### config.mk
export PLATFORM = sky130hd
export DESIGN_NAME = mass_clamp_centre_sequencer
export DESIGN_NICKNAME = d
export VERILOG_FILES = /design/src/sequencer_pkg.sv /design/src/tick_if.sv /design/src/tick_divider.sv /design/src/mass_clamp_centre_sequencer.sv
export VERILOG_INCLUDE_DIRS = /design/src /design/src/src
export SDC_FILE = /design/constraint.sdc
export NUM_CORES = 1
export LEC_CHECK = 0
export ABC_AREA = 1
export BUFFER_PORTS_ARGS = -buffer_cell sky130_fd_sc_hd__buf_4
export CORE_MARGIN = 2
export CORE_UTILIZATION = 44
export DETAILED_ROUTE_END_ITERATION = 10
export GPL_ROUTABILITY_DRIVEN = 0
export HOLD_SLACK_MARGIN = 0.12
export SETUP_SLACK_MARGIN = 0.1
export SYNTH_ARGS = -nofsm -noshare
export SYNTH_HDL_FRONTEND = slang
export SYNTH_SLANG_ARGS = --single-unit
### constraint.sdc
create_clock -name i_clk_sys -period 3.63 [get_ports i_clk_sys]
set_clock_uncertainty 0.15 [all_clocks]
set_input_delay 0.1815 -clock i_clk_sys [delete_from_list [all_inputs] [get_ports i_clk_sys]]
set_output_delay 0.1815 -clock i_clk_sys [all_outputs]
set_load 0.03 [all_outputs]
### src/sequencer_params.svh
// timing counts, thresholds and reset values of the mass clamp and centre sequencer
// Operation
// - every command handles vertical, then north/south, then east/west
// - a recentre that conflicts with the clamped mass state is refused
// - activity indicator lit while a command is carried out, flashing only during centring
// - all lines high and nothing in progress gives low-power idle
// - clamp runs three stages: vertical clamp, then both bases to end stops
// - clamp while already clamped first releases, then clamps again
// - indicator lit during each clamp stage, briefly dark between stages
// - indicator goes dark when the clamp sequence completes
// - release while already released first clamps, then releases again
// - release per axis: free if clamped, level horizontal base, centre
// - centring pulses come further apart as the mass nears centre
// - release ends with an automatic centring round, indicator flashing
// - recentre with no axis off centre causes no motor action
// - recentre ignored when clamped or no position beyond 1.2 V
// - overshoot past centre is corrected by pulses the other way
`ifndef SEQUENCER_PARAMS_SVH
`define SEQUENCER_PARAMS_SVH

`define CLK_PERIOD_NS 50
`define TICK_TIME_NS 1000000
`define TICK_CYCLES (`TICK_TIME_NS / `CLK_PERIOD_NS)
`define TICK_TIME_MS 1
`define CMD_MIN_TIME_MS 200
`define CMD_MIN_TICKS ((`CMD_MIN_TIME_MS + `TICK_TIME_MS - 1) / `TICK_TIME_MS)
`define STAGE_MAX_TIME_MS 30000
`define STAGE_MAX_TICKS (`STAGE_MAX_TIME_MS / `TICK_TIME_MS)
`define STAGE_GAP_TIME_MS 500
`define STAGE_GAP_TICKS (`STAGE_GAP_TIME_MS / `TICK_TIME_MS)
`define PULSE_TIME_MS 100
`define PULSE_TICKS (`PULSE_TIME_MS / `TICK_TIME_MS)
`define PULSE_GAP_TIME_MS 100
`define PULSE_GAP_TICKS (`PULSE_GAP_TIME_MS / `TICK_TIME_MS)
`define BLINK_TIME_MS 250
`define BLINK_TICKS (`BLINK_TIME_MS / `TICK_TIME_MS)
`define MAX_PULSES 1000
// position magnitude in 10 mV steps
`define POS_OVER_CODE 8'h78
`define POS_DONE_CODE 8'h50
`define CLAMPED_AT_RESET 1'b1

`endif

### src/sequencer_pkg.sv
// types of the mass clamp and centre sequencer
package sequencer_pkg;

    typedef enum logic [3:0] {
        ST_IDLE = 4'h0,
        ST_CL_STAGE = 4'h1,
        ST_CL_GAP = 4'h2,
        ST_REL_FREE = 4'h3,
        ST_REL_LEVEL = 4'h4,
        ST_CEN_CHECK = 4'h5,
        ST_CEN_PULSE = 4'h6,
        ST_CEN_GAP = 4'h7,
        ST_WAIT_HIGH = 4'h8
    } seq_state_t;

    typedef enum logic [1:0] {
        OP_NONE = 2'h0,
        OP_CLAMP = 2'h1,
        OP_RELEASE = 2'h2,
        OP_CENTRE = 2'h3
    } op_t;

    typedef logic [7:0] pos_mag_t;

endpackage

### src/tick_if.sv
// millisecond tick and blink level from the divider to the sequencer
`timescale 1ns/100ps
interface tick_if;
    logic tick;
    logic blink;
    modport src (output tick, output blink);
    modport dst (input tick, input blink);
endinterface

### src/tick_divider.sv
// divider for the millisecond tick and the indicator blink rate
`timescale 1ns/100ps
`include "sequencer_params.svh"
module tick_divider #(
    parameter int TICK_CYCLES = `TICK_CYCLES,
    parameter int BLINK_TICKS = `BLINK_TICKS
) (
    input wire logic i_clk_sys,
    input wire logic i_rst_n,
    tick_if.src ticks
);
    typedef struct packed {
        logic [15:0] cyc;
        logic [15:0] ms;
        logic tick;
        logic blink;
    } div_t;

    div_t s_q, s_d;

    if (TICK_CYCLES < 2 || TICK_CYCLES > 65535 || BLINK_TICKS < 1 || BLINK_TICKS > 65535)
    begin : g_bad
        $error("tick_divider: counts out of range");
    end

    always_comb
    begin
        s_d = s_q;
        s_d.tick = 1'b0;
        if (s_q.cyc == 16'(TICK_CYCLES - 1))
        begin
            s_d.cyc = 16'h0000;
            s_d.tick = 1'b1;
            if (s_q.ms == 16'(BLINK_TICKS - 1))
            begin
                s_d.ms = 16'h0000;
                s_d.blink = ~s_q.blink;
            end
            else
                s_d.ms = s_q.ms + 16'h0001;
        end
        else
            s_d.cyc = s_q.cyc + 16'h0001;
    end

    always_ff @(posedge i_clk_sys)
    begin
        if (!i_rst_n)
            s_q <= '0;
        else
            s_q <= s_d;
    end

    assign ticks.tick = s_q.tick;
    assign ticks.blink = s_q.blink;

    property p_tick_single;
        @(posedge i_clk_sys) disable iff (!i_rst_n)
        ticks.tick |=> !ticks.tick;
    endproperty
    a_tick_single: assert property (p_tick_single) else $error("tick lasted two cycles");
endmodule

### src/mass_clamp_centre_sequencer.sv
// command sequencer for mass clamp, release and centring motors
`timescale 1ns/100ps
`include "sequencer_params.svh"
module mass_clamp_centre_sequencer
    import sequencer_pkg::*;
#(
    parameter int TICK_CYCLES = `TICK_CYCLES,
    parameter int STAGE_MAX_TICKS = `STAGE_MAX_TICKS
) (
    input wire logic i_clk_sys,
    input wire logic i_rst_n,
    input wire logic i_clamp_cmd_n,
    input wire logic i_release_cmd_n,
    input wire logic i_recentre_cmd_n,
    input wire logic [2:0] i_end_stop,
    input wire logic [2:0] i_freed,
    input wire logic [2:0] i_level,
    input wire sequencer_pkg::pos_mag_t i_pos_mag [3],
    input wire logic [2:0] i_pos_neg,
    output logic [2:0] o_clamp_drive,
    output logic [2:0] o_free_drive,
    output logic [2:0] o_level_drive,
    output logic [2:0] o_centre_up,
    output logic [2:0] o_centre_down,
    output logic o_activity_indicator,
    output logic o_low_power,
    output logic o_clamped
);
    import sequencer_pkg::*;

    localparam logic [15:0] MIN_T = 16'(`CMD_MIN_TICKS);
    localparam logic [15:0] STAGE_T = 16'(STAGE_MAX_TICKS);
    localparam logic [15:0] GAP_T = 16'(`STAGE_GAP_TICKS);
    localparam logic [15:0] PULSE_T = 16'(`PULSE_TICKS);
    localparam logic [15:0] PGAP_T = 16'(`PULSE_GAP_TICKS);
    localparam logic [9:0] MAX_P = 10'(`MAX_PULSES);

    if (STAGE_MAX_TICKS < 1 || STAGE_MAX_TICKS > 65535)
    begin : g_bad
        $error("stage timeout out of range");
    end

    typedef struct packed {
        seq_state_t st;
        op_t op;
        op_t then_op;
        logic [1:0] axis;
        logic clamped;
        logic armed;
        logic [15:0] hold;
        logic [15:0] cnt;
        logic [9:0] pulses;
        logic [2:0] clamp_drv;
        logic [2:0] free_drv;
        logic [2:0] level_drv;
        logic [2:0] up_drv;
        logic [2:0] down_drv;
        logic led;
        logic sleep;
    } seq_t;

    seq_t s_q, s_d;
    tick_if ticks ();

    tick_divider #(
        .TICK_CYCLES(TICK_CYCLES),
        .BLINK_TICKS(`BLINK_TICKS)
    ) u_div (
        .i_clk_sys(i_clk_sys),
        .i_rst_n(i_rst_n),
        .ticks(ticks)
    );

    // -----------------------------------------------------------------
    // helpers
    // -----------------------------------------------------------------
    logic [2:0] low;
    logic all_high;
    logic many_low;
    logic any_over;
    logic accept;

    // farther from centre gives shorter wait
    function automatic logic [15:0] pulse_gap(input pos_mag_t mag);
        pulse_gap = PGAP_T + {8'h00, ~mag};
    endfunction

    function automatic logic [2:0] one_hot(input logic [1:0] ax);
        one_hot = 3'(3'h1 << ax);
    endfunction

    assign low = ~{i_recentre_cmd_n, i_release_cmd_n, i_clamp_cmd_n};
    assign all_high = (low == 3'h0);
    assign many_low = (low != 3'h0) && ((low & (low - 3'h1)) != 3'h0);
    assign any_over = (i_pos_mag[0] > `POS_OVER_CODE) || (i_pos_mag[1] > `POS_OVER_CODE)
                      || (i_pos_mag[2] > `POS_OVER_CODE);
    // a press counts once it has lasted the least hold time
    assign accept = (s_q.st == ST_IDLE) && s_q.armed && (s_q.hold >= MIN_T);

    // -----------------------------------------------------------------
    // sequencer
    // -----------------------------------------------------------------
    always_comb
    begin
        s_d = s_q;
        s_d.clamp_drv = 3'h0;
        s_d.free_drv = 3'h0;
        s_d.level_drv = 3'h0;
        s_d.up_drv = 3'h0;
        s_d.down_drv = 3'h0;
        s_d.led = 1'b0;
        if (all_high)
            s_d.hold = 16'h0000;
        else if (ticks.tick && s_q.hold != 16'hffff)
            s_d.hold = s_q.hold + 16'h0001;
        if (ticks.tick)
            s_d.cnt = s_q.cnt + 16'h0001;
        unique case (s_q.st)
            ST_IDLE:
            begin
                if (all_high)
                    s_d.armed = 1'b1;
                if (accept)
                begin
                    s_d.armed = 1'b0;
                    s_d.axis = 2'h0;
                    s_d.cnt = 16'h0000;
                    s_d.pulses = 10'h000;
                    s_d.then_op = OP_NONE;
                    s_d.st = ST_WAIT_HIGH;
                    if (many_low)
                        s_d.st = ST_WAIT_HIGH;
                    else if (low[0])
                    begin
                        s_d.op = s_q.clamped ? OP_RELEASE : OP_CLAMP;
                        s_d.then_op = s_q.clamped ? OP_CLAMP : OP_NONE;
                        s_d.st = s_q.clamped ? ST_REL_FREE : ST_CL_STAGE;
                    end
                    else if (low[1])
                    begin
                        s_d.op = s_q.clamped ? OP_RELEASE : OP_CLAMP;
                        s_d.then_op = s_q.clamped ? OP_NONE : OP_RELEASE;
                        s_d.st = s_q.clamped ? ST_REL_FREE : ST_CL_STAGE;
                    end
                    else if (!s_q.clamped && any_over)
                    begin
                        s_d.op = OP_CENTRE;
                        s_d.st = ST_CEN_CHECK;
                    end
                end
            end
            ST_CL_STAGE:
            begin
                s_d.led = 1'b1;
                if (i_end_stop[s_q.axis] || s_q.cnt >= STAGE_T)
                begin
                    s_d.cnt = 16'h0000;
                    if (s_q.axis == 2'h2)
                    begin
                        s_d.clamped = 1'b1;
                        s_d.led = 1'b0;
                        s_d.axis = 2'h0;
                        if (s_q.then_op == OP_RELEASE)
                        begin
                            s_d.op = OP_RELEASE;
                            s_d.then_op = OP_NONE;
                            s_d.st = ST_REL_FREE;
                        end
                        else
                            s_d.st = ST_WAIT_HIGH;
                    end
                    else
                    begin
                        s_d.led = 1'b0;
                        s_d.st = ST_CL_GAP;
                    end
                end
                else
                    s_d.clamp_drv = one_hot(s_q.axis);
            end
            ST_CL_GAP:
            begin
                if (s_q.cnt >= GAP_T)
                begin
                    s_d.cnt = 16'h0000;
                    s_d.axis = s_q.axis + 2'h1;
                    s_d.st = ST_CL_STAGE;
                end
            end
            ST_REL_FREE:
            begin
                s_d.led = 1'b1;
                // an axis that is already free is not driven again
                if (i_freed[s_q.axis] || s_q.cnt >= STAGE_T)
                begin
                    s_d.cnt = 16'h0000;
                    s_d.pulses = 10'h000;
                    s_d.st = (s_q.axis == 2'h0) ? ST_CEN_CHECK : ST_REL_LEVEL;
                end
                else
                    s_d.free_drv = one_hot(s_q.axis);
            end
            ST_REL_LEVEL:
            begin
                s_d.led = 1'b1;
                if (i_level[s_q.axis] || s_q.cnt >= STAGE_T)
                begin
                    s_d.cnt = 16'h0000;
                    s_d.st = ST_CEN_CHECK;
                end
                else
                    s_d.level_drv = one_hot(s_q.axis);
            end
            ST_CEN_CHECK:
            begin
                s_d.led = ticks.blink;
                s_d.cnt = 16'h0000;
                if (i_pos_mag[s_q.axis] <= `POS_DONE_CODE || s_q.pulses == MAX_P)
                begin
                    s_d.pulses = 10'h000;
                    if (s_q.axis != 2'h2)
                    begin
                        s_d.axis = s_q.axis + 2'h1;
                        s_d.st = (s_q.op == OP_RELEASE) ? ST_REL_FREE : ST_CEN_CHECK;
                    end
                    else if (s_q.op == OP_RELEASE)
                    begin
                        // fresh release: follow with a full centring round
                        s_d.clamped = 1'b0;
                        s_d.op = OP_CENTRE;
                        s_d.axis = 2'h0;
                    end
                    else
                    begin
                        s_d.axis = 2'h0;
                        s_d.led = 1'b0;
                        if (s_q.then_op == OP_CLAMP)
                        begin
                            s_d.clamped = 1'b0;
                            s_d.op = OP_CLAMP;
                            s_d.then_op = OP_NONE;
                            s_d.st = ST_CL_STAGE;
                        end
                        else
                            s_d.st = ST_WAIT_HIGH;
                    end
                end
                else
                    s_d.st = ST_CEN_PULSE;
            end
            ST_CEN_PULSE:
            begin
                s_d.led = ticks.blink;
                // direction follows the side the mass is on, so an overshoot reverses it
                if (i_pos_neg[s_q.axis])
                    s_d.up_drv = one_hot(s_q.axis);
                else
                    s_d.down_drv = one_hot(s_q.axis);
                if (s_q.cnt >= PULSE_T)
                begin
                    s_d.up_drv = 3'h0;
                    s_d.down_drv = 3'h0;
                    s_d.cnt = 16'h0000;
                    s_d.pulses = s_q.pulses + 10'h001;
                    s_d.st = ST_CEN_GAP;
                end
            end
            ST_CEN_GAP:
            begin
                s_d.led = ticks.blink;
                if (s_q.cnt >= pulse_gap(i_pos_mag[s_q.axis]))
                    s_d.st = ST_CEN_CHECK;
            end
            ST_WAIT_HIGH:
            begin
                if (all_high)
                begin
                    s_d.armed = 1'b1;
                    s_d.op = OP_NONE;
                    s_d.st = ST_IDLE;
                end
            end
        endcase
        s_d.sleep = (s_d.st == ST_IDLE) && all_high;
    end

    always_ff @(posedge i_clk_sys)
    begin
        if (!i_rst_n)
        begin
            s_q <= '0;
            s_q.st <= ST_IDLE;
            s_q.op <= OP_NONE;
            s_q.then_op <= OP_NONE;
            s_q.clamped <= `CLAMPED_AT_RESET;
        end
        else
            s_q <= s_d;
    end

    assign o_clamp_drive = s_q.clamp_drv;
    assign o_free_drive = s_q.free_drv;
    assign o_level_drive = s_q.level_drv;
    assign o_centre_up = s_q.up_drv;
    assign o_centre_down = s_q.down_drv;
    assign o_activity_indicator = s_q.led;
    assign o_low_power = s_q.sleep;
    assign o_clamped = s_q.clamped;

    // -----------------------------------------------------------------
    // checks
    // -----------------------------------------------------------------
    logic any_drv;
    assign any_drv = |{s_q.clamp_drv, s_q.free_drv, s_q.level_drv, s_q.up_drv, s_q.down_drv};

    property p_one_motor;
        @(posedge i_clk_sys) disable iff (!i_rst_n)
        $onehot0({s_q.clamp_drv, s_q.free_drv, s_q.level_drv, s_q.up_drv, s_q.down_drv});
    endproperty
    a_one_motor: assert property (p_one_motor) else $error("two motors at once");

    property p_no_centre_clamped;
        @(posedge i_clk_sys) disable iff (!i_rst_n)
        (|{s_q.up_drv, s_q.down_drv}) |-> !s_q.clamped || s_q.op == OP_RELEASE;
    endproperty
    a_no_centre_clamped: assert property (p_no_centre_clamped)
        else $error("centring clamped");

    property p_gap_dark;
        @(posedge i_clk_sys) disable iff (!i_rst_n)
        (s_q.st == ST_CL_STAGE) ##1 (s_q.st == ST_CL_GAP) |-> !o_activity_indicator;
    endproperty
    a_gap_dark: assert property (p_gap_dark) else $error("indicator lit in clamp gap");

    property p_clamp_done_dark;
        @(posedge i_clk_sys) disable iff (!i_rst_n)
        $rose(s_q.clamped) |-> !o_activity_indicator ##1 (s_q.st != ST_CL_GAP);
    endproperty
    a_clamp_done_dark: assert property (p_clamp_done_dark)
        else $error("indicator after clamp");

    property p_sleep;
        @(posedge i_clk_sys) disable iff (!i_rst_n)
        (s_q.st == ST_IDLE && all_high) [*2] |-> o_low_power;
    endproperty
    a_sleep: assert property (p_sleep) else $error("no low power when idle");

    property p_recentre_quiet;
        @(posedge i_clk_sys) disable iff (!i_rst_n)
        (accept && low == 3'h4 && (s_q.clamped || !any_over)) |=> (!any_drv) [*8];
    endproperty
    a_recentre_quiet: assert property (p_recentre_quiet) else $error("recentre moved");

    property p_invalid;
        @(posedge i_clk_sys) disable iff (!i_rst_n)
        (accept && many_low) |=> (s_q.st == ST_WAIT_HIGH && !any_drv) [*4];
    endproperty
    a_invalid: assert property (p_invalid) else $error("invalid command acted");

    property p_min_hold;
        @(posedge i_clk_sys) disable iff (!i_rst_n)
        (s_q.st == ST_IDLE) ##1 (s_q.st != ST_IDLE) |-> $past(s_q.hold) >= MIN_T;
    endproperty
    a_min_hold: assert property (p_min_hold) else $error("short press accepted");

    property p_stage_order;
        @(posedge i_clk_sys) disable iff (!i_rst_n)
        // the drive is registered one cycle after the stage state is entered
        $rose(s_q.clamp_drv[1]) |-> $past(s_q.axis) == 2'h1 && $past(s_q.st, 2) == ST_CL_GAP;
    endproperty
    a_stage_order: assert property (p_stage_order) else $error("clamp stage order");
endmodule

# --- Yosys cells after proc, flatten, opt, wreduce, memory -nomap -nowiden ---
# Index checks and enable logic that the tools add are counted.
word_totals:
  reg_bits: 105
  output_inout_bits: 18
op_classes:
  n_addsub: 8
  order_cmp: 11
  n_eq_ne: 32
  shift: 1
  muxes: 75
  n_bitwise: 11
  reduce_logical: 40
op_table:
  columns: ["operator", "n"]
  rows:
  - ["16-bit case mux with 7 select lines", 1]
  - ["16-bit two-way mux", 5]
  - ["26-bit two-way mux", 3]
  - ["16-bit by 1-bit adder with 16-bit output (second input constant)", 4]
  - ["4-bit two-way mux", 16]
  - ["10-bit case mux with 4 select lines", 1]
  - ["4-bit case mux with 9 select lines", 1]
  - ["2-bit inequality test (second input constant)", 14]
  - ["8-bit by 7-bit > comparator with 1-bit output (second input constant)", 3]
  - ["8-bit two-way mux", 3]
  - ["10-bit two-way mux", 2]
  - ["2-bit two-way mux", 9]
  - ["6-bit two-way mux", 3]
  - ["8-bit binary-select mux with 2-bit select", 1]
  - ["16-bit by 15-bit == test with 1-bit output (second input constant)", 1]
  - ["16-bit by 8-bit == test with 1-bit output (second input constant)", 1]
  - ["4-bit by 3-bit == test with 1-bit output (second input constant)", 4]
  - ["16-bit by 15-bit greater-or-equal comparator with 1-bit output (second input constant)", 1]
  - ["16-bit by 7-bit greater-or-equal comparator with 1-bit output (second input constant)", 1]
  - ["16-bit by 8-bit greater-or-equal comparator with 1-bit output (second input constant)", 1]
  - ["16-bit by 9-bit greater-or-equal comparator with 1-bit output", 1]
  - ["16-bit by 9-bit greater-or-equal comparator with 1-bit output (second input constant)", 1]
  - ["1-bit two-way mux", 16]
  - ["16-bit inequality test (second input constant)", 1]
  - ["46 further kinds", 84]

# --- Logic depth before layout (Yosys ltp) ---
# Gate-level depths: netlist (run 1).
logic_depth:
  word_depth: 12
  depth_mapped: 23
  ltp_nobuf: 23

# --- Hierarchy ---
# From an unflattened synthesis (run 1), not the netlist that was laid out.
hier_totals:
  cells_unflattened: 1093
  area_unflattened_um2: 6874.1
by_module_without_submodules:
  columns: ["module", "n_inst", "cells_per_inst", "area_each_um2"]
  rows:
  - ["mass_clamp_centre_sequencer", 1, 787, 4959.8]
  - ["tick_divider", 1, 306, 1914.3]

# --- Worst setup path before layout (run 1) ---
# Ideal clock, no wire load.
synth_path:
  path_type: "register to register"
  startpoint: "register s_q[61] (netlist name)"
  endpoint: "register s_q (netlist bit o_low_power)"
  setup_ns: 0.111
  t_arrival_ns: 2.346
  path_slack_ns: 1.023
  path_stages_with_launch: 19
  path_buffers: 1
  path_cell_list: "dfxtp_1 -> buf_2 -> nor2_1 -> o32ai_1 -> inv_1 -> ha_1 -> nand2_1 -> nand3_1 -> nand2_1 -> inv_1 -> ha_1 -> nand2_1 -> inv_1 -> a21oi_1 -> nand2_1 -> a21oi_1 -> nand4_1 -> nand4_1 -> nor2_1"
synth_via:
  elab_chain_len: 11
  elab_cells_between_ends: 32
  cone_classes: "add/sub (1); order compare (2); eq/ne (2); mux (18); bitwise (2); reduce/logical (7)"
synth_lines:
  columns: ["element", "line_no", "source"]
  rows:
  - ["start, declared", "mass_clamp_centre_sequencer.sv:62", "seq_t s_q, s_d;"]
  - ["2-bit NOT with 3-bit output (not written as such)", "mass_clamp_centre_sequencer.sv:218, mass_clamp_centre_sequencer.sv:271", null]
  - ["8-bit binary-select mux with 2-bit select", "mass_clamp_centre_sequencer.sv:218, mass_clamp_centre_sequencer.sv:271", null]
  - ["8-bit two-way mux (not written as such) (2 in a row)", "mass_clamp_centre_sequencer.sv:218, mass_clamp_centre_sequencer.sv:271", null]
  - ["8-bit NOT", "mass_clamp_centre_sequencer.sv:85", "pulse_gap = PGAP_T + {8'h00, ~mag};"]
  - ["7-bit by 8-bit adder with 9-bit output", "mass_clamp_centre_sequencer.sv:85", null]
  - ["16-bit by 9-bit greater-or-equal comparator with 1-bit output", "mass_clamp_centre_sequencer.sv:271", "if (s_q.cnt >= pulse_gap(i_pos_mag[s_q.axis]))"]
  - ["4-bit two-way mux", "mass_clamp_centre_sequencer.sv:271", null]
  - ["4-bit case mux with 9 select lines (*)", "mass_clamp_centre_sequencer.sv:118", "unique case (s_q.st)"]
  - ["4-bit logical NOT (*)", "mass_clamp_centre_sequencer.sv:284", "s_d.sleep = (s_d.st == ST_IDLE) && all_high;"]
  - ["1-bit logical AND (*)", "mass_clamp_centre_sequencer.sv:284", null]
# Every way passes the cells marked *; elsewhere a longest branch is shown, timed or not. The select of a mux whose other input is x is not followed.
# A chain may end at the register's enable or synchronous reset.

# --- Final worst setup path (run 1) ---
# Ends and elaborated chain as after synthesis.

==> run metrics, run 1 <==
P per Cell Area 486 nW/um^2; DR WL/cell 12.4 um; # rows 45; final hold violations 0; CP Max Fanout 17; CTS buffer count 9; fin worst setup slack 0.795 ns; commonest cells in the netlist nand2_1 (235), inv_1 (133), nor2_1 (126); area delta synth->final 12.2%; # clock sinks around 110; Starting DRT DRC Count 350; drc violations 0; first-pass GRT wire length 27100 um; clk root buf clkbuf_16; syn avg cell area 6.65 sq um; maximum VDD drop 278 uV; Initial Utilization 0.452; CP Cell Sequence inv_2 -> nand2_4 -> inv_2 -> a22oi_1 -> ha_1 -> nand2_1 -> nand2_1 -> nand3_1 -> nand2_1 -> inv_1 -> ha_1 -> nand2_1 -> inv_1 -> a21oi_1 -> nand2_1 -> a21oi_1 -> nand4_1 -> nand4_1 -> nor2_1; setup bufs post-CTS 0; Syn Std Cell Area 6900 sq um; hold crit path type primary input to flop; nets about 1100; Startpoint Class flop; ys flop type dfxtp_1; most used cell, CP nand2_1; status finished clean; HPWL Detailed 12500 um; Critical Path RT roughly 3.7 ns; CP Capture Type flop; fillcell total 1582; Antenna diodes 0; Layout Cells excl Fill 1296; hold worst-path end s_q[59]; count of buffers from port buffering 58; Final Setup Violations 0; CORE AREA around 15000 sq um; largest net degree at the start of global routing 29; post-layout min period between 2 and 3 ns; Worst R2R End o_low_power; Final Slew Violations 0; Max Cap Violations 0; Bufs on Longest Clock Path 2; top post-synthesis cells by area dfxtp_1 (30%), nand2_1 (13%), inv_1 (7.2%); sequential share of the synthesized area 0.305; Slew HR 0.632; Post-synth ARST share 0; Worst path max stage delay 0.34 ns; reg2reg start s_q[61]; Leakage approximately 0.0033 uW; DR pass1 iterations 5; CP arrival 2.94 ns; setup_tns 0 ns; total gr overflow 0; hold path depth 5; Yosys cell types 49; slowest CP cell dfxtp_1; WHS 0.132 ns; Max Freq 0.353 GHz; Via Count 6388; FF+latch count, synth 105; Min-Delay Startpoint i_recentre_cmd_n; I/O pin total 59; footprint of the multi-input gates 4000 sq um; RSZ-0062 raised after global routing false; Skew-Pair Late Insertion Delay 0.36 ns; EDFF count, synth 0; Synth Warn # 0; Reg area roughly 2100 sq um; Via-to-Cell Ratio roughly 4.9; H-Tree Level Count 3; dpl ws roughly 0.79 ns; Worst Tran Pin Value 0.551 ns; antenna violations before repair 0; chip height 129 um; total track usage 0.199; post-synthesis cell count 1037; total power approximately 3800 uW; die width roughly 130 um; CTS tree built; Antenna Nets Post-Route 0; DRT Wirelength 16100 um; r2r setup slk just under 0.8 ns; total die area 16700 sq um; CP Class flop to flop; worst-case reg-to-reg path depth 19; CTS clock-pin slew for the worst setup and hold paths around 0.07 ns; vias in the first global route 5970; placed cells 1276; Synth top area share 0.305; crit share post-route 0.781; count leader, synth nand2_1; Synth area leader dfxtp_1; layout cell share with drive strength beyond 1 0.151; Synthesized Nets 1102
per-stage QoR:
stage / cell area, sq um / utilization
after floorplan: 6900 / -
after global placement: 7390 / 0.484
after detailed placement: 7390 / 0.484
after CTS: 7740 / 0.507
after global routing: 7740 / 0.507
final: 7740 / 0.507
layout by cell type (no fill, tap or decap), types with 3 or more instances in the layout:
cell,instances
inv_1,133
nor2_2,8
a21oi_4,3
nand3_1,69
dlygate4sd3_1,4
xor2_1,18
nand2_1,235
buf_4,59
nor3_1,34
nand2_2,4
nor3_2,6
xnor2_1,3
nor4_1,10
dfxtp_1,105
nand3_2,8
and3_1,3
a31oi_1,3
or2_2,7
a21oi_1,67
nand3_4,3
ha_1,24
nor2_1,126
inv_2,22
o21ai_1,3
nand3b_1,3
o21ai_0,41
nor2_4,17
nand4_1,19
clkbuf_16,9
nor3b_1,7
critical path: cells and delay by family (launching register included):
kind / cells / cell delay, ns
AO/OA/AOI/OAI: 3 / 0.57
adder cells (fa/ha/maj): 2 / 0.53
flip-flops: 1 / 0.34
AND/OR/NAND/NOR: 10 / 0.83
buffers and inverters: 4 / 0.31
kinds of logic after synthesis:
kind of cell / synth area share
DFF: 0.305
xor gates and xnor gates: 0.0267
adders and majority gates: 0.0435
AOI/OAI and AO/OA: 0.108
and+or+nand+nor: 0.402
buffers and inverters: 0.115
routing by layer:
| metal | up-vias | GRT usage | share of wire |
|---|---|---|---|
| met5 | - | 0 | 0 |
| met2 | 136 | 0.346 | 0.47 |
| met3 | 18 | 0.0458 | 0.048 |
| li1 | 3411 | - | - |
| met1 | 2823 | 0.252 | 0.47 |
| met4 | 0 | 0.0428 | 0.010 |
where the power goes:
part	internal, uW	total, uW	leakage [uW]	switching [uW]
Sequential	1190	1240	0.000847	50.0
Clock	564	1030	0.000157	464
Combinational	504	1500	0.00226	993
Total	2250	3760	0.00326	1510
how the worst max path moves through the flow:
stage               cells after the start     from           to
finish                                 19  s_q[61]  o_low_power
global route                           19  s_q[61]  o_low_power
CTS                                    19  s_q[61]  o_low_power
detailed placement                     19  s_q[61]  o_low_power
global placement                       19  s_q[61]  o_low_power
floorplan                              18  s_q[61]  o_low_power
registers in the layout, summed over array words and instances, names as in the netlist:
register	count
o_clamp_drive	3
o_low_power	1
u_div.s_q	32
o_centre_up	3
u_div.ticks.blink	1
o_clamped	1
o_level_drive	3
o_activity_indicator	1
s_q	53
u_div.ticks.tick	1
o_free_drive	3
o_centre_down	3
cell type report:
cell class,instances,area share
clock buffers,10,0.0309
clock inverters,6,0.00921
inverters,155,0.0751
multi-input cells,746,0.517
flip-flops and latches,105,0.271
well taps,211,0.0341
repair buffers,63,0.0624
repair_timing:
action	in CTS	in global routing
hold buffers	4	0
gates resized for setup	0	0
endpoints found under the hold margin	20	0
endpoints found under the setup margin	0	0
(Power assumes the default switching activity.)
==> run 2: changes to the inputs <==
==> constraint.sdc (replaced) <==
create_clock -name i_clk_sys -period 2.9 [get_ports i_clk_sys]
set_clock_uncertainty 0.15 [all_clocks]
set_input_delay 0.145 -clock i_clk_sys [delete_from_list [all_inputs] [get_ports i_clk_sys]]
set_output_delay 0.145 -clock i_clk_sys [all_outputs]
set_load 0.03 [all_outputs]
==> run 2 against run 1 <==
Combinational power increased by 31%. Critical path depth shrank 1. Utilization is 0.74 points higher. Cell area grew 1.5%. Non-clock buffer count increased by 8. Critical path type unchanged. Global-route usage rose by 0.52 points. Total power grew 29%. Critical endpoint unchanged. Sequential cell count stayed put. Largest power group unchanged. Clock power increased by 29%.
==> run metrics, run 2 (same netlist as run 1, synthesis figures left out) <==
CP Class flop to flop; Largest regs s_q (53), u_div.s_q (32); slowest CP cell dfxtp_4; dpl ws 0.218 ns (-0.574 ns); crit share post-route 0.872 (+0.0910); area delta synth->final 13.9%; antenna violations before repair 0 (unchanged); Bufs on Longest Clock Path 2 (unchanged); # clock sinks 105 (unchanged); Slew HR 0.619 (-0.0132); Startpoint Class flop; most flop-heavy register s_q; Worst path max stage delay 0.38 ns (+0.04 ns); Starting DRT DRC Count 281 (-20%); Crit path buffers/inverters 4 (unchanged); Skew-Pair Late Insertion Delay 0.36 ns (about the same); Max Cap Violations 0 (unchanged); hold crit path type primary input to flop; CTS tree built; fin worst setup slack 0.371 ns (-0.424 ns); Antenna Nets Post-Route 0 (unchanged); maximum VDD drop 277 uV (-0.47%); Via-to-Cell Ratio 4.95 (+0.43%); drc violations 0 (unchanged); Worst Tran Pin Value 0.571 ns (+0.0197 ns); DR pass1 iterations 7 (+2); DR WL/cell 12.6 um (+1.6%); status finished clean; total die area 16700 sq um (unchanged); WHS 0.225 ns (+0.0926 ns); leading cell type in the layout, fill and taps excluded nand2_1; CP Capture Type flop; P per Cell Area 618 nW/um^2 (+27%); CP Cell Sequence buf_6 -> nor2_1 -> o32ai_2 -> inv_1 -> ha_2 -> nand2_1 -> nand3_1 -> nand2_1 -> inv_1 -> ha_1 -> nand2_1 -> inv_1 -> a21oi_2 -> nand2_1 -> a21oi_2 -> nand4_1 -> nand4_1 -> nor2_1; max reg flops 53 (unchanged); total gr overflow 0 (unchanged); commonest cells after routing, fill and taps aside nand2_1 (235), inv_1 (133), nor2_1 (126); final hold violations 0 (unchanged); post-layout min period 2.53 ns (-0.306 ns); layout cell share with drive strength beyond 1 0.159 (+0.00819); Layout Cells excl Fill 1303 (+0.54%); die width 129 um (unchanged); vias in the first global route 5947 (-0.39%); most used cell, CP nand2_1; H-Tree Level Count 3 (unchanged); clk root buf clkbuf_16; setup_tns 0 ns (unchanged); Final Setup Violations 0 (unchanged); Leakage 0.00330 uW (+1.1%); Critical Path RT 3.01 ns (-0.72 ns); Via Count 6450 (+0.97%); CP Max Fanout 6 (-11); HPWL Detailed 12600 um (+1.3%); CTS clock-pin slew for the worst setup and hold paths 0.07 ns (about the same); CTS buffer count 9 (unchanged); Initial Utilization 0.452 (unchanged); Max Freq 0.395 GHz (+12%); total track usage 0.204 (+0.00524); nets 1153 (+0.70%); delay-heaviest family, CP simple AND/OR/NAND/NOR gates; RSZ-0062 raised after global routing false; I/O pin total 59 (unchanged); Final Slew Violations 0 (unchanged); # rows 45 (unchanged); Antenna diodes 0 (unchanged); placed cells 1279 (+0.24%); first-pass GRT wire length 27700 um (+2.0%); CORE AREA 15300 sq um (unchanged); largest net degree at the start of global routing 29 (unchanged); chip height 129 um (unchanged); CP arrival 2.64 ns (-0.30 ns); DRT Wirelength 16400 um (+2.2%); count of buffers from port buffering 58 (unchanged)
-- run 2: changes by cell type in the layout (fill, tap and decap cells not counted), sizes merged --
cell and delta:
dlygate4sd3 +4, buf +4, clkbuf -1, inv -1
bufinv +1
-- run 2: metrics by stage --
stage | util | instance area, sq um | total power [uW]
6_report | 0.515 | 7860 | 4860
5_1_grt | 0.515 | 7860 | 5220
4_1_cts | 0.512 | 7810 | 4860
3_5_place_dp | 0.486 | 7410 | 3490
3_3_place_gp | 0.486 | 7410 | 3480
2_1_floorplan | - | 6900 | 3100
-- run 2: power by group --
group	switching [uW]	internal, uW	total [uW]	leakage (uW)
Clock	575	759	1330	0.000156
Sequential	70.4	1490	1560	0.000848
Combinational	1270	692	1960	0.00229
-- run 2: path summary, 6_finish.rpt --
check | endpoint | startpoint | cells after the start | slack (ns)
hold / removal | o_centre_up[1] | i_pos_neg[1] | 5 | 0.22
hold reg to reg | u_div.s_q[18] | u_div.s_q[18] | 1 | 0.30
setup reg to reg | o_low_power | s_q[61] | 18 | 0.37
setup / recovery | o_low_power | s_q[61] | 18 | 0.37
-- run 2: repair_timing --
item                                    4_1_cts  5_1_grt
hold endpoints to repair                     23        0
buffers inserted                              0        1
hold buffers                                  8        0
endpoints found under the setup margin        0        1
resized for setup                             0       11
-- run 2: layer usage --
metal / track usage / wire length (um) / up-vias
met5: 0 / 0 / -
met4: 0.0870 / 491 / 0
met3: 0.0392 / 813 / 25
met2: 0.336 / 7300 / 152
met1: 0.262 / 7820 / 2855
li1: - / - / 3418
-- run 2: final cells by class --
cell class / count / area, sq um
repair buffers: 71 / 557
fillers: 1554 / 7400
clock inverters: 6 / 91.3
multi-input cells: 746 / 4020
well taps: 211 / 264
flip-flops and latches: 105 / 2110
inverters: 155 / 587
clock buffers: 9 / 225
-- run 2: tightest hold or removal path, cell delays in order --
cell      delay (ns)
buf_4           0.07
or2_2           0.09
a22oi_1         0.07
nand3b_1        0.20
nor2_1          0.11
==> run 3: changes to the inputs <==
--- a/config.mk
+++ b/config.mk
@@ -10,8 +10,10 @@
 export BUFFER_PORTS_ARGS = -buffer_cell sky130_fd_sc_hd__buf_4
 export CORE_MARGIN = 2
 export CORE_UTILIZATION = 44
+export CTS_BUF_LIST = sky130_fd_sc_hd__clkbuf_8 sky130_fd_sc_hd__clkbuf_16
 export DETAILED_ROUTE_END_ITERATION = 10
 export GPL_ROUTABILITY_DRIVEN = 0
+export GPL_TIMING_DRIVEN = 0
 export HOLD_SLACK_MARGIN = 0.12
 export SETUP_SLACK_MARGIN = 0.1
 export SYNTH_ARGS = -nofsm -noshare
==> run 3 against run 2 <==
First-iteration DRC count increased by 28%. Routed wire length is 3.2% higher. Highest routed layer unchanged. Utilization increased by 1.9 points. Sequential cell count did not move. Critical path type unchanged. Clock power shrank 6%.
==> run metrics, run 3 (same netlist as run 1, synthesis figures left out) <==
chip height 129 um (unchanged); CTS buffer count 9 (unchanged); total gr overflow 0 (unchanged); footprint of the multi-input gates 4050 sq um (+0.75%); hold crit path type primary input to flop; CTS clock-pin slew for the worst setup and hold paths 0.07 ns (about the same); Critical Path RT 3.00 ns (about the same); placed cells 1305 (+2.0%); worst-case reg-to-reg path depth 15 (-3); RSZ-0062 raised after global routing true; Via-to-Cell Ratio 4.90 (-1.1%); layout cell share with drive strength beyond 1 0.188 (+0.0290); Startpoint Class flop; hold path depth 5 (unchanged); post-layout min period 2.68 ns (+0.149 ns); crit share post-route 0.923 (+0.0514); count of buffers from port buffering 57 (-1.7%); Max Freq 0.373 GHz (-5.6%); Skew-Pair Late Insertion Delay 0.36 ns (about the same); Starting DRT DRC Count 360 (+28%); slowest CP cell dfxtp_4; CP Max Fanout 6 (unchanged); P per Cell Area 624 nW/um^2 (+0.90%); Leakage 0.00348 uW (+5.6%); nets 1192 (+3.4%); Worst Tran Pin Value 0.514 ns (-0.0570 ns); HPWL Detailed 13000 um (+2.8%); CP Cell Sequence buf_8 -> nor2_4 -> o32ai_2 -> inv_1 -> ha_2 -> buf_4 -> xor2_1 -> ha_1 -> a21o_1 -> a21oi_2 -> nand2_1 -> a21oi_2 -> nand4_1 -> nand4_1 -> nor2_1; H-Tree Level Count 3 (unchanged); commonest cells after routing, fill and taps aside nand2_1 (233), inv_1 (133), nor2_1 (125); Max Cap Violations 0 (unchanged); CORE AREA 15300 sq um (unchanged); CP Capture Type flop; Layout Cells excl Fill 1342 (+3.0%); Core Util, Final 0.534 (+0.0194); Bufs on Longest Clock Path 2 (unchanged); status finished clean; Final Setup Violations 0 (unchanged); fillcell total 1553 (-0.064%); clk root buf clkbuf_16; max reg flops 53 (unchanged); # clock sinks 105 (unchanged); Worst path max stage delay 0.42 ns (+0.04 ns); vias in the first global route 6242 (+5.0%); leading cell type in the layout, fill and taps excluded nand2_1; drc violations 0 (unchanged); CP arrival 2.77 ns (+0.13 ns); I/O pin total 59 (unchanged); DR WL/cell 12.6 um (+0.24%); Largest regs s_q (53), u_div.s_q (32); final hold violations 0 (unchanged); total track usage 0.210 (+0.00638); first-pass GRT wire length 28700 um (+3.6%); Antenna diodes 0 (unchanged); antenna violations before repair 0 (unchanged); Final Slew Violations 0 (unchanged); largest net degree at the start of global routing 17 (-41%); CTS tree built; Initial Utilization 0.452 (unchanged); maximum VDD drop 333 uV (+20%); DRT Wirelength 16900 um (+3.2%); Antenna Nets Post-Route 0 (unchanged); Via Count 6573 (+1.9%); total die area 16700 sq um (unchanged); DR pass1 iterations 5 (-2); area delta synth->final 18.2%; # rows 45 (unchanged); CP Class flop to flop; Reg area 2110 sq um (unchanged); most flop-heavy register s_q; die width 129 um (unchanged); Slew HR 0.657 (+0.0386)
-- run 3: cell types whose count changed in the layout (fill, tap and decap cells not counted), sizes merged --
cell / change
clkbuf: +6
dlygate4sd3: -1
buf: +35
bufinv: -1
-- run 3: final timing paths --
kind	from	endpoint	slack (ns)
hold / removal	i_recentre_cmd_n	s_q[59]	0.15
setup / recovery	s_q[61]	o_low_power	0.22
hold reg to reg	u_div.s_q[18]	u_div.s_q[18]	0.31
setup reg to reg	s_q[61]	o_low_power	0.22
-- run 3: final cells by class --
cell class,count,share of cell area
flip-flops and latches,105,0.258
repair buffers,79,0.0749
clock buffers,10,0.0293
plain buffers,31,0.0278
clock inverters,5,0.00691
multi-input cells,746,0.497
inverters,155,0.0729
well taps,211,0.0324
-- run 3: layer usage --
metal | GRT usage | wire length [um] | vias to the layer above
li1 | - | - | 3512
met1 | 0.270 | 8120 | 2871
met2 | 0.353 | 7690 | 154
met3 | 0.0376 | 700 | 36
met4 | 0.0786 | 430 | 0
met5 | 0 | 0 | -
-- run 3: worst max-delay path: cells and delay by family (launching register included) --
kind,cells,cell delay (ns)
AO/OA/AOI/OAI,4,0.68
XOR/XNOR,1,0.16
adder cells (fa/ha/maj),2,0.40
buffers and inverters,3,0.37
flip-flops,1,0.42
AND/OR/NAND/NOR,5,0.39
-- run 3: where the power goes --
part / switching, uW / leakage (uW) / internal, uW / total, uW
combinational: 1400 / 0.00248 / 881 / 2280
clock: 557 / 0.000150 / 689 / 1250
sequential: 68.5 / 0.000848 / 1490 / 1560
-- run 3: what timing repair did --
item | 4_1_cts | 5_1_grt
gates cloned | 0 | 0
hold buffers | 7 | 0
setup buffers | 3 | 12
pin swaps | 4 | 11
endpoints found under the setup margin | 2 | 2
endpoints found under the hold margin | 18 | 0
resized for setup | 8 | 17
-- run 3: per-stage QoR --
step | setup slack, ns | area (sq um) | setup TNS (ns) | power [uW] | hold slack (ns)
6_report | 0.222 | 8150 | 0 | 5080 | 0.145
5_1_grt | -0.0131 | 8150 | -0.0131 | 5460 | 0.207
4_1_cts | 0.104 | 8000 | 0 | 4910 | 0.123
3_5_place_dp | -0.258 | 7590 | -0.259 | 3570 | 0.300
3_3_place_gp | -0.278 | 7590 | -0.286 | 3560 | 0.284
2_1_floorplan | 0.293 | 6900 | 0 | 3100 | 0.163
